File: src/design/rlsync_regs.svh
// Register offsets, field positions, reset values and timing counts
`ifndef RLSYNC_REGS_SVH
`define RLSYNC_REGS_SVH

// Register offsets
`define RL_ADDR_SERIAL_CFG 13'h0000
`define RL_ADDR_RB_RST_CTRL 13'h0004
`define RL_ADDR_UPDATE 13'h0005
`define RL_ADDR_LOSS_STS 13'h0081
`define RL_ADDR_ACT_REF 13'h0082
`define RL_ADDR_LOCK_PIN 13'h0083
`define RL_ADDR_LOSS_PIN 13'h0084
`define RL_ADDR_ALT_PIN 13'h0085

// Field positions
`define RL_LSB_FIRST_BIT 6
`define RL_SOFT_RST_BIT 5
`define RL_HARD_RST_BIT 4
`define RL_DRIVE_BIT 1
`define RL_READBACK_BIT 0
`define RL_UPDATE_BIT 0
`define RL_ACT_REF_BIT 0
`define RL_MASK_MSB 4
`define RL_INV_BIT 5
`define RL_3V3_BIT 6

// Reset values
`define RL_CTRL_RST 8'h00

// Loss timer: 500 ns at a 25 ns clock
`define RL_CLK_PERIOD_NS 25
`define RL_TIMEOUT_NS 500
`define RL_TIMEOUT_CYC (`RL_TIMEOUT_NS / `RL_CLK_PERIOD_NS)

// Lock detector hysteresis (frequency detector, phase detectors)
`define RL_FLD_SET 8'h20
`define RL_FLD_CLR 8'h08
`define RL_FLD_ERR 8'h04
`define RL_PLD_SET 8'h40
`define RL_PLD_CLR 8'h10
`define RL_PLD_ERR 8'h08

`endif

File: src/design/rlsync_pkg.sv
// Types shared by the reference loss and lock status block
package rlsync_pkg;

   // Per-PLL reset sequence state
   typedef enum logic [4:0] {
      SEQ_IDLE = 5'b00001,
      SEQ_WAIT_REF = 5'b00010,
      SEQ_CAL = 5'b00100,
      SEQ_LOCK = 5'b01000,
      SEQ_SYNC = 5'b10000
   } rlsync_seq_t;

   // Five loss indications: third_pll_ref, second_pll_ref, active, first_ref_b, first_ref_a
   typedef logic [4:0] rlsync_ind_t;

endpackage

File: src/design/rlsync_det_if.sv
// Link between the status logic and one reference loss detector
interface rlsync_det_if;
   logic ref_lvl;
   logic restart;
   logic loss;

   modport det (input ref_lvl, input restart, output loss);
   modport ctl (output ref_lvl, output restart, input loss);
endinterface

File: src/design/rlsync_loss_det.sv
// One reference loss detector with high and low half cycle timers
`include "rlsync_regs.svh"

module rlsync_loss_det
   import rlsync_pkg::*;
(
   // Clock and reset
   input wire logic sys_clk,
   input wire logic sys_rst,
   // Detector link
   rlsync_det_if.det det
);

   logic ref_q;
   logic seen_q;
   logic hi_run_q;
   logic lo_run_q;
   logic hi_exp_q;
   logic lo_exp_q;
   logic loss_q;
   logic [5:0] hi_cnt_q;
   logic [5:0] lo_cnt_q;
   logic [5:0] hrun_q;
   logic up;
   logic dn;

   // Edge pulses from the sampled reference
   assign up = det.ref_lvl & ~ref_q;
   assign dn = ~det.ref_lvl & ref_q;

   always_ff @(posedge sys_clk) begin
      if (sys_rst) begin
         ref_q <= 1'b0;
      end else begin
         ref_q <= det.ref_lvl;
      end
   end

   // High half timer: started by up, cleared by down
   always_ff @(posedge sys_clk) begin
      if (sys_rst || det.restart || dn) begin
         hi_run_q <= 1'b0;
         hi_exp_q <= 1'b0;
         hi_cnt_q <= 6'h00;
      end else if (up) begin
         hi_run_q <= 1'b1;
         hi_exp_q <= 1'b0;
         hi_cnt_q <= 6'h00;
      end else if (hi_run_q) begin
         if (hi_cnt_q == 6'(`RL_TIMEOUT_CYC)) begin
            hi_exp_q <= 1'b1;
            hi_run_q <= 1'b0;
         end else begin
            hi_cnt_q <= hi_cnt_q + 6'h01;
         end
      end
   end

   // Low half timer: started by down, cleared by up
   always_ff @(posedge sys_clk) begin
      if (sys_rst || det.restart || up) begin
         lo_run_q <= 1'b0;
         lo_exp_q <= 1'b0;
         lo_cnt_q <= 6'h00;
      end else if (dn) begin
         lo_run_q <= 1'b1;
         lo_exp_q <= 1'b0;
         lo_cnt_q <= 6'h00;
      end else if (lo_run_q) begin
         if (lo_cnt_q == 6'(`RL_TIMEOUT_CYC)) begin
            lo_exp_q <= 1'b1;
            lo_run_q <= 1'b0;
         end else begin
            lo_cnt_q <= lo_cnt_q + 6'h01;
         end
      end
   end

   // Activity seen since the last reset event
   always_ff @(posedge sys_clk) begin
      if (sys_rst || det.restart) begin
         seen_q <= 1'b0;
      end else if (up || dn) begin
         seen_q <= 1'b1;
      end
   end

   // No memory: loss only reflects the present timer state and the activity seen flag
   always_ff @(posedge sys_clk) begin
      if (sys_rst || det.restart) begin
         loss_q <= 1'b1;
      end else begin
         loss_q <= ~seen_q | hi_exp_q | lo_exp_q;
      end
   end

   assign det.loss = loss_q;

   // Helper: length of the current level run, high or low, for checking only
   always_ff @(posedge sys_clk) begin
      if (sys_rst || up || dn) begin
         hrun_q <= 6'h00;
      end else if (hrun_q != 6'h3f) begin
         hrun_q <= hrun_q + 6'h01;
      end
   end
endmodule // rlsync_loss_det

File: src/design/rlsync_top.sv
// Reference loss, lock indication and reset sequence status block
//
// Behaviour
// - One independent loss detector for each of the four reference inputs.
// - Each detector holds two half cycle timers of 500 ns.
// - Loss indication is not latched; it follows the present detector state.
// - After any reset event loss is asserted until reference activity is seen.
// - Rising edge starts high timer, falling edge starts low timer, each clearing other.
// - A half cycle longer than the timer period asserts loss for that input.
// - Both first PLL references report loss regardless of which one is active.
// - Read-only bit shows active first PLL reference: 0 is A, 1 is B.
// - Five indications: ref A, ref B, active, second ref, third ref.
// - Third PLL loss comes only from the first stage of its cascade.
// - Each loss pin shows the OR of indications enabled in its mask.
// - Dedicated loss pin is undriven when its whole mask is zero.
// - Borrowed pin carries third PLL clock with zero mask, else masked loss.
// - Dedicated pin polarity bit zero means loss drives one.
// - Borrowed pin uses same polarity scheme with its own invert bit.
// - Per-PLL lock detector from detector activity, with hysteresis against chatter.
// - Each lock pin has an invert bit; zero means lock drives one.
// - Power-on, profile load, soft or hard reset runs sequence ending in sync.
// - Sync makes all output channels of a PLL start together.
// - Calibrate and sync after the sequence run standalone, no sequence re-entry.
// - First PLL sequence judges reference by the dedicated pin selection bits.
// - Third PLL sequence skips calibration; second skips oscillator and delay waits.
// - Sync requested before lock waits for lock; otherwise on request falling edge.
`include "rlsync_regs.svh"

module rlsync_top
   import rlsync_pkg::*;
(
   // Clock and reset
   input wire logic sys_clk,
   input wire logic sys_rst,
   // Register port
   input wire logic [12:0] reg_addr,
   input wire logic reg_wr,
   input wire logic [7:0] reg_wdata,
   input wire logic reg_rd,
   output logic [7:0] reg_rdata,
   // Reference inputs and active reference select
   input wire logic first_ref_a,
   input wire logic first_ref_b,
   input wire logic second_pll_ref,
   input wire logic third_pll_ref,
   input wire logic ref1_sel,
   // Reset events from outside the block
   input wire logic profile_load,
   // PLL activity and sequencing handshakes
   input wire logic [2:0] pfd_cmp,
   input wire logic [2:0] pfd_err,
   input wire logic [2:0] cal_done,
   input wire logic pll1_ext_osc_en,
   input wire logic pll1_fixed_delay_en,
   input wire logic fixed_delay_done,
   input wire logic pll3_clk,
   // Standalone commands
   input wire logic [2:0] cal_cmd,
   input wire logic [2:0] sync_cmd,
   // Status pins
   output logic [2:0] lock_indicator_pins,
   output logic loss_status_pin,
   output logic loss_status_pin_oe,
   output logic third_pll_single_output,
   // Sequencing outputs
   output logic [2:0] cal_start,
   output logic [2:0] chan_sync,
   output logic [2:0] seq_busy
);

   // Control registers
   logic [7:0] serial_config_q;
   logic [7:0] readback_and_reset_ctrl_q;
   logic [7:0] lock_pin_ctrl_q;
   logic [7:0] loss_pin_ctrl_q;
   logic [7:0] alt_loss_pin_ctrl_q;
   logic [7:0] reg_rdata_q;
   logic restart_q;

   // Detector path
   logic [3:0] ref_vec;
   logic [3:0] det_loss;
   logic [3:0] loss_s1_q;
   logic [3:0] loss_s2_q;
   logic act_ref_q;
   rlsync_ind_t ref_loss;
   logic [2:0] seq_loss;

   // Lock detection
   logic [7:0] lock_cnt_q [3];
   logic [2:0] lock_q;

   // Sequencer
   rlsync_seq_t seq_q [3];
   logic [2:0] sync_prev_q;
   logic [2:0] sync_pend_q;
   logic [2:0] cal_start_q;
   logic [2:0] chan_sync_q;
   logic [2:0] busy_q;

   // Pins
   logic [2:0] lock_pins_q;
   logic loss_pin_q;
   logic loss_pin_oe_q;
   logic alt_pin_q;

   logic wr_soft;
   logic wr_hard;

   // Saturating up/down step for the lock hysteresis counters
   function automatic logic [7:0] sat_step(input logic [7:0] cnt, input logic err, input logic [7:0] dec);
      logic [7:0] r;
      r = cnt;
      if (err) begin
         r = (cnt < dec) ? 8'h00 : cnt - dec;
      end else if (cnt != 8'hff) begin
         r = cnt + 8'h01;
      end
      return r;
   endfunction

   // Frequency detector thresholds for the first PLL, phase detector for the rest
   function automatic logic [7:0] lock_thr(input int idx, input int sel);
      logic [7:0] r;
      r = 8'h00;
      case (sel)
         0: r = (idx == 0) ? `RL_FLD_SET : `RL_PLD_SET;
         1: r = (idx == 0) ? `RL_FLD_CLR : `RL_PLD_CLR;
         default: r = (idx == 0) ? `RL_FLD_ERR : `RL_PLD_ERR;
      endcase
      return r;
   endfunction

   // Calibration step: skipped on third PLL and with the external oscillator
   function automatic logic needs_cal(input int idx, input logic ext_osc);
      return (idx == 0) ? ~ext_osc : (idx == 1);
   endfunction

   // Register write decode for the self-clearing reset bits
   assign wr_soft = reg_wr && (reg_addr == `RL_ADDR_SERIAL_CFG) && reg_wdata[`RL_SOFT_RST_BIT];
   assign wr_hard = reg_wr && (reg_addr == `RL_ADDR_RB_RST_CTRL) && reg_wdata[`RL_HARD_RST_BIT];

   // Reset event pulse; held high through the system reset and one cycle past its release as power-on
   always_ff @(posedge sys_clk) begin
      if (sys_rst) begin
         restart_q <= 1'b1;
      end else begin
         restart_q <= profile_load | wr_soft | wr_hard;
      end
   end

   // Writable registers; reset bits and the update bit do not store
   always_ff @(posedge sys_clk) begin
      if (sys_rst) begin
         serial_config_q <= `RL_CTRL_RST;
         readback_and_reset_ctrl_q <= `RL_CTRL_RST;
         lock_pin_ctrl_q <= `RL_CTRL_RST;
         loss_pin_ctrl_q <= `RL_CTRL_RST;
         alt_loss_pin_ctrl_q <= `RL_CTRL_RST;
      end else if (reg_wr) begin
         case (reg_addr)
            `RL_ADDR_SERIAL_CFG: serial_config_q <= reg_wdata & 8'hdf;
            `RL_ADDR_RB_RST_CTRL: readback_and_reset_ctrl_q <= reg_wdata & 8'hef;
            `RL_ADDR_LOCK_PIN: lock_pin_ctrl_q <= reg_wdata;
            `RL_ADDR_LOSS_PIN: loss_pin_ctrl_q <= reg_wdata;
            `RL_ADDR_ALT_PIN: alt_loss_pin_ctrl_q <= reg_wdata;
            default: ;
         endcase
      end
   end

   // Read data, one cycle after the read strobe; unmapped reads zero
   always_ff @(posedge sys_clk) begin
      if (sys_rst) begin
         reg_rdata_q <= 8'h00;
      end else if (reg_rd) begin
         case (reg_addr)
            `RL_ADDR_SERIAL_CFG: reg_rdata_q <= serial_config_q;
            `RL_ADDR_RB_RST_CTRL: reg_rdata_q <= readback_and_reset_ctrl_q;
            `RL_ADDR_LOSS_STS: reg_rdata_q <= {3'h0, ref_loss};
            `RL_ADDR_ACT_REF: reg_rdata_q <= {7'h00, act_ref_q};
            `RL_ADDR_LOCK_PIN: reg_rdata_q <= lock_pin_ctrl_q;
            `RL_ADDR_LOSS_PIN: reg_rdata_q <= loss_pin_ctrl_q;
            `RL_ADDR_ALT_PIN: reg_rdata_q <= alt_loss_pin_ctrl_q;
            default: reg_rdata_q <= 8'h00;
         endcase
      end
   end

   // One detector per reference; the third PLL's is its first cascade stage
   assign ref_vec = {third_pll_ref, second_pll_ref, first_ref_b, first_ref_a};

   for (genvar g = 0; g < 4; g++) begin : g_det
      rlsync_det_if det_if ();
      assign det_if.ref_lvl = ref_vec[g];
      assign det_if.restart = restart_q;
      assign det_loss[g] = det_if.loss;
      rlsync_loss_det u_det (
         .sys_clk(sys_clk),
         .sys_rst(sys_rst),
         .det(det_if.det)
      );
   end

   // Two-stage synchroniser between detector and status; first stage feeds only the second
   always_ff @(posedge sys_clk) begin
      if (sys_rst) begin
         loss_s1_q <= 4'hf;
         loss_s2_q <= 4'hf;
      end else begin
         loss_s1_q <= det_loss;
         loss_s2_q <= loss_s1_q;
      end
   end

   // Active reference status bit
   always_ff @(posedge sys_clk) begin
      if (sys_rst) begin
         act_ref_q <= 1'b0;
      end else begin
         act_ref_q <= ref1_sel;
      end
   end

   // Five indications; A and B reported whatever the active choice is
   assign ref_loss = {loss_s2_q[3], loss_s2_q[2], (act_ref_q ? loss_s2_q[1] : loss_s2_q[0]),
                      loss_s2_q[1], loss_s2_q[0]};

   // Reference judged by the sequencers; an empty selection falls back to active
   assign seq_loss[0] = (loss_pin_ctrl_q[2:0] == 3'h0) ? ref_loss[2] :
                        |(loss_pin_ctrl_q[2:0] & ref_loss[2:0]);
   assign seq_loss[1] = ref_loss[3];
   assign seq_loss[2] = ref_loss[4];

   // Lock detectors: counter rises on clean compares, drops on errors, two thresholds
   always_ff @(posedge sys_clk) begin
      for (int i = 0; i < 3; i++) begin
         if (sys_rst || restart_q) begin
            lock_cnt_q[i] <= 8'h00;
            lock_q[i] <= 1'b0;
         end else begin
            if (pfd_cmp[i]) begin
               lock_cnt_q[i] <= sat_step(lock_cnt_q[i], pfd_err[i], lock_thr(i, 2));
            end
            if (lock_cnt_q[i] >= lock_thr(i, 0)) begin
               lock_q[i] <= 1'b1;
            end else if (lock_cnt_q[i] <= lock_thr(i, 1)) begin
               lock_q[i] <= 1'b0;
            end
         end
      end
   end

   // Reset sequencers and standalone commands, one per PLL
   always_ff @(posedge sys_clk) begin
      for (int i = 0; i < 3; i++) begin
         if (sys_rst) begin
            seq_q[i] <= SEQ_IDLE;
            sync_pend_q[i] <= 1'b0;
            cal_start_q[i] <= 1'b0;
            chan_sync_q[i] <= 1'b0;
         end else if (restart_q) begin
            seq_q[i] <= SEQ_WAIT_REF;
            sync_pend_q[i] <= 1'b0;
            cal_start_q[i] <= 1'b0;
            chan_sync_q[i] <= 1'b0;
         end else begin
            cal_start_q[i] <= 1'b0;
            chan_sync_q[i] <= 1'b0;
            unique case (seq_q[i])
               SEQ_WAIT_REF: begin
                  if (!seq_loss[i]) begin
                     if (needs_cal(i, pll1_ext_osc_en)) begin
                        seq_q[i] <= SEQ_CAL;
                        cal_start_q[i] <= 1'b1;
                     end else begin
                        seq_q[i] <= SEQ_LOCK;
                     end
                  end
               end
               SEQ_CAL: begin
                  if (seq_loss[i]) begin
                     seq_q[i] <= SEQ_WAIT_REF;
                  end else if (cal_done[i]) begin
                     seq_q[i] <= SEQ_LOCK;
                  end
               end
               SEQ_LOCK: begin
                  if (seq_loss[i]) begin
                     seq_q[i] <= SEQ_WAIT_REF;
                  end else if (lock_q[i] && (i != 0 || !pll1_fixed_delay_en || fixed_delay_done)) begin
                     seq_q[i] <= SEQ_SYNC;
                  end
               end
               SEQ_SYNC: begin
                  chan_sync_q[i] <= 1'b1;
                  seq_q[i] <= SEQ_IDLE;
               end
               SEQ_IDLE: begin
                  if (cal_cmd[i]) begin
                     cal_start_q[i] <= 1'b1;
                  end
                  if (sync_prev_q[i] && !sync_cmd[i]) begin
                     if (lock_q[i]) begin
                        chan_sync_q[i] <= 1'b1;
                        sync_pend_q[i] <= 1'b0;
                     end else begin
                        sync_pend_q[i] <= 1'b1;
                     end
                  end else if (sync_pend_q[i] && lock_q[i]) begin
                     chan_sync_q[i] <= 1'b1;
                     sync_pend_q[i] <= 1'b0;
                  end
               end
            endcase
         end
      end
   end

   // Sync request history for the falling edge, and busy flags
   always_ff @(posedge sys_clk) begin
      for (int i = 0; i < 3; i++) begin
         if (sys_rst) begin
            sync_prev_q[i] <= 1'b0;
            busy_q[i] <= 1'b0;
         end else begin
            sync_prev_q[i] <= sync_cmd[i];
            busy_q[i] <= (seq_q[i] != SEQ_IDLE);
         end
      end
   end

   // Lock pins with per-pin invert at bits 0, 2 and 4
   always_ff @(posedge sys_clk) begin
      if (sys_rst) begin
         lock_pins_q <= 3'h0;
      end else begin
         lock_pins_q <= lock_q ^ {lock_pin_ctrl_q[4], lock_pin_ctrl_q[2], lock_pin_ctrl_q[0]};
      end
   end

   // Dedicated loss pin; undriven while nothing is selected
   always_ff @(posedge sys_clk) begin
      if (sys_rst) begin
         loss_pin_q <= 1'b0;
         loss_pin_oe_q <= 1'b0;
      end else begin
         loss_pin_q <= loss_pin_ctrl_q[`RL_INV_BIT] ^ |(loss_pin_ctrl_q[`RL_MASK_MSB:0] & ref_loss);
         loss_pin_oe_q <= |loss_pin_ctrl_q[`RL_MASK_MSB:0];
      end
   end

   // Borrowed pin: the PLL clock is resampled here, so its edges land on the system clock grid
   always_ff @(posedge sys_clk) begin
      if (sys_rst) begin
         alt_pin_q <= 1'b0;
      end else if (alt_loss_pin_ctrl_q[`RL_MASK_MSB:0] == 5'h00) begin
         alt_pin_q <= pll3_clk;
      end else begin
         alt_pin_q <= alt_loss_pin_ctrl_q[`RL_INV_BIT] ^ |(alt_loss_pin_ctrl_q[`RL_MASK_MSB:0] & ref_loss);
      end
   end

   assign reg_rdata = reg_rdata_q;
   assign lock_indicator_pins = lock_pins_q;
   assign loss_status_pin = loss_pin_q;
   assign loss_status_pin_oe = loss_pin_oe_q;
   assign third_pll_single_output = alt_pin_q;
   assign cal_start = cal_start_q;
   assign chan_sync = chan_sync_q;
   assign seq_busy = busy_q;
endmodule // rlsync_top

File: config.mk
export PLATFORM = sky130hd
export DESIGN_NAME = rlsync_top
export DESIGN_NICKNAME = d
export VERILOG_FILES = /design/src/design/rlsync_pkg.sv /design/src/design/rlsync_det_if.sv /design/src/design/rlsync_loss_det.sv /design/src/design/rlsync_top.sv
export VERILOG_INCLUDE_DIRS = /design/src /design/src/design
export SDC_FILE = /design/constraint.sdc
export NUM_CORES = 1
export LEC_CHECK = 0
export BUFFER_PORTS_ARGS = -buffer_cell sky130_fd_sc_hd__clkbuf_2
export CAP_MARGIN = 10
export CORE_MARGIN = 3
export CORE_UTILIZATION = 54
export CTS_CLUSTER_SIZE = 12
export DETAILED_ROUTE_END_ITERATION = 6
export GPL_ROUTABILITY_DRIVEN = 0
export PLACE_DENSITY = 0.79
export SLEW_MARGIN = 20
export SYNTH_ARGS = -nofsm -noshare
export SYNTH_HDL_FRONTEND = slang
export SYNTH_SLANG_ARGS = --single-unit
File: constraint.sdc
create_clock -name sys_clk -period 2.1 [get_ports sys_clk]
set_input_delay 0.21 -clock sys_clk [delete_from_list [all_inputs] [get_ports sys_clk]]
set_output_delay 0.21 -clock sys_clk [all_outputs]
set_load 0.05 [all_outputs]
==> reports/metrics.csv <==
stage,metric,value,unit
yosys,ys_ff_latch,194,
layout,multiInputGateArea,4510,um^2
hold_path,hp-class,input port to register,
hold_path,min_from,ref1_sel,
layout,final_layout_size_suffix_gt1_share,14.6,%
yosys,yosysTopAreaCell,dfxtp_1,
layout,n_antenna_cell,0,
setup_path,required,2260,ps
run,cap_violations,0,
sta,rsz0062_at_grt,false,
floorplanning,core_area,16200,um^2
layout,fill_cells,1327,
clocking,insertion_delay,440,ps
drt,drt_iter0_drc,479,
clocking,cts_resized,0,
sta,period_share,93.1,%
yosys,synth_fp_nets,1079,
yosys,synth.distinct_cells,63,
global_routing,grt_pass1_vias,6697,
sta,finClkSkew,6.21,ps
setup_path,cp-start-kind,register,
yosys,synth_area,9090,um^2
yosys,synth-edff-count,38,
floorplanning,start_util,56.2,%
layout,instances_no_fill,1310,
setup_path,startpoint,lock_cnt_q[1][4]$_SDFFCE_PN0P_,
floorplanning,die_x,136,um
pwr,power.density,741,nW/um^2
sta,worst-slew-pin-transition,571,ps
sta,final_max_slew_viol_count,0,
clocking,cts.sinks,194,
yosys,yosysSeqAreaShare,46.9,%
floorplanning,rows,46,
global_routing,grt_first_pass_wirelength,30.9,mm
layout,seq_area,4260,um^2
placed_design,dpl.cell_count,1276,
sta,final-hold-violation-count,0,
drt,viasPerCell,5.52,
layout,postLayoutCoreUtil,64.4,%
drt,drt_wl_total,18.8,mm
setup_path,r2r.worst_path.cells,5,
setup_path,crit_type,register to register,
sta,fin_tns_setup,0,ps
sta,fmax,511,MHz
drt,drc,0,
floorplanning,io_pins,73,
sta,slew_headroom,62.0,%
clocking,clk_path_buf_depth,2,
clocking,numCtsBuffers,17,
yosys,synth_area_leaders,"dfxtp_1, edfxtp_1, nor2_1, ha_1, mux2i_1",
floorplanning,die_area,18400,um^2
pwr,leakagePower,4.04,nW
floorplanning,die-height,136,um
yosys,yosys_warnings,0,
yosys,synth_top_area_share,34.3,%
clocking,htree_levels,4,
hold_path,holdPathStages,2,
global_routing,grt_max_degree,56,
global_routing,antenna_found_initial,0,
clocking,path_clk_slew,60,ps
drt,antenna_left,0,
drt,vias,7225,
layout,area_growth,14.6,%
sta,period_minus_slack,1960,ps
sta,setup_viol,0,
yosys,synthCells,993,
yosys,async_flop_share,0,%
layout,finalNetCount,1167,
yosys,synthFlopType,dfxtp_1,
global_routing,overflow,0,
drt,first_pass_iters,6,
setup_path,crit_fanout,5,
clocking,cts_tree,yes,
yosys,syn_avg_cell_area,9.16,um^2
pwr,ir_worst_vdd,0.000776,V
drt,post_drt_wl_per_cell,14.3,um
status,status,completed,
global_routing,grt_usage,20.8,%
setup_path,rr_startpoint,lock_cnt_q[1][4]$_SDFFCE_PN0P_,
clocking,cts_root_buf,clkbuf_16,
setup_path,arrival,2110,ps
placed_design,portBuffers,71,
placed_design,dp_hpwl,13.4,mm
setup_path,cp-end-kind,register,
[layout make-up]
class	count	area share, %
multi-input cells	714	43.3
flip-flops and latches	194	40.9
repair buffers	105	5.91
clock buffers	22	4.77
well taps	216	2.59
inverters	49	1.77
clock inverters	10	0.745
[placed cells by master, fill, tap and decap left out, types with 9 or more instances in the layout]
| cell | count |
|---|---|
| a21oi_1 | 59 |
| a22oi_1 | 9 |
| a31oi_1 | 12 |
| and2_1 | 9 |
| and3_1 | 17 |
| buf_4 | 32 |
| clkbuf_16 | 19 |
| clkbuf_2 | 71 |
| dfxtp_1 | 156 |
| edfxtp_1 | 38 |
| ha_1 | 36 |
| inv_1 | 49 |
| mux2i_1 | 34 |
| nand2_1 | 70 |
| nand3_1 | 20 |
| nand4_1 | 20 |
| nor2_1 | 163 |
| nor2b_1 | 15 |
| nor3_1 | 32 |
| nor4bb_1 | 9 |
| o21a_1 | 9 |
| o21ai_0 | 20 |
| or2_2 | 10 |
| or3_1 | 14 |
| xnor2_1 | 24 |
| xor2_1 | 31 |
[what timing repair did]
action | CTS | global route
hold buffers | 2 | 0
hold endpoints to repair | 2 | 0
buffers inserted | 0 | 0
[power breakdown]
part           internal, mW  switching, mW  total (mW)
registers              3.88         0.0619        3.94
logic                 0.252          0.381       0.633
clock network          1.79           1.35        3.14
total                  5.93           1.80        7.72
[per-stage QoR]
step | setup slack [ps] | hold WS [ps] | power [mW] | instance area (um^2)
5_1_grt | 15.1 | 17.0 | 8.01 | 10400
4_1_cts | 156 | 9.52 | 7.77 | 10400
6_report | 144 | 15.8 | 7.72 | 10400
2_1_floorplan | 134 | 296 | 4.42 | 9090
3_5_place_dp | 161 | 392 | 4.65 | 9820
3_3_place_gp | 212 | 392 | 4.64 | 9820
[worst max-delay path, stage by stage (launching register included)]
cell and delay, ps:
edfxtp_1 470, or3_1 380, o31ai_1 360, inv_1 140, o21ai_0 180, buf_4 150
[flip-flops by register name (all words and copies together), names as in the netlist, 7 cells and up]
name	cells
serial_config_q	7
lock_pin_ctrl_q	8
lock_cnt_q	24
reg_rdata	8
seq_q	14
loss_pin_ctrl_q	8
alt_loss_pin_ctrl_q	8
g_det.u_det.lo_cnt_q	24
g_det.u_det.hi_cnt_q	24
readback_and_reset_ctrl_q	7
[synthesized netlist by cell type, types with 9 or more instances]
library cell    n
nor4bb_1        9
o21a_1          9
or2_2          10
inv_1          49
and3_1         17
nand4_1        20
and2_1          9
nor3_1         32
o21ai_0        20
dfxtp_1       156
xnor2_1        24
a31oi_1        12
nand3_1        20
clkbuf_1       28
mux2i_1        34
xor2_1         31
or3_1          14
nor2_1        163
nor2b_1        15
ha_1           36
a22oi_1         9
nand2_1        70
a21oi_1        59
edfxtp_1       38
[path summary, 6_finish.rpt]
kind / end / slack (ps)
setup / recovery: lock_cnt_q[1][1]$_SDFFCE_PN0P_ / 140
hold / removal: act_ref_q$_SDFF_PP0_ / 20
setup reg to reg: lock_cnt_q[1][1]$_SDFFCE_PN0P_ / 140
hold reg to reg: loss_s1_q[2]$_SDFF_PP1_ / 410
[logic make-up (layout without fill, tap and decap cells)]
kind of cell             Yosys count  count (layout)  share of synthesized area (%)
XOR/XNOR                          55              55                           5.30
buffers and inverters             85             186                           3.59
flip-flops                       194             194                           46.9
multiplexers                      36              36                           3.99
AND/OR/NAND/NOR                  420             420                           23.4
adder cells (fa/ha/maj)           36              36                           4.95
AO/OA/AOI/OAI                    167             167                           11.9
[per-layer routing]
metal	global-route usage (%)	vias to the layer above	share of wire [%]
li1	-	3656	-
met1	27.2	3344	46
met2	33.5	190	46
met3	5.01	35	5.0
met4	7.84	0	2.4
met5	0	-	0
Power figures use the tool's default switching activity.
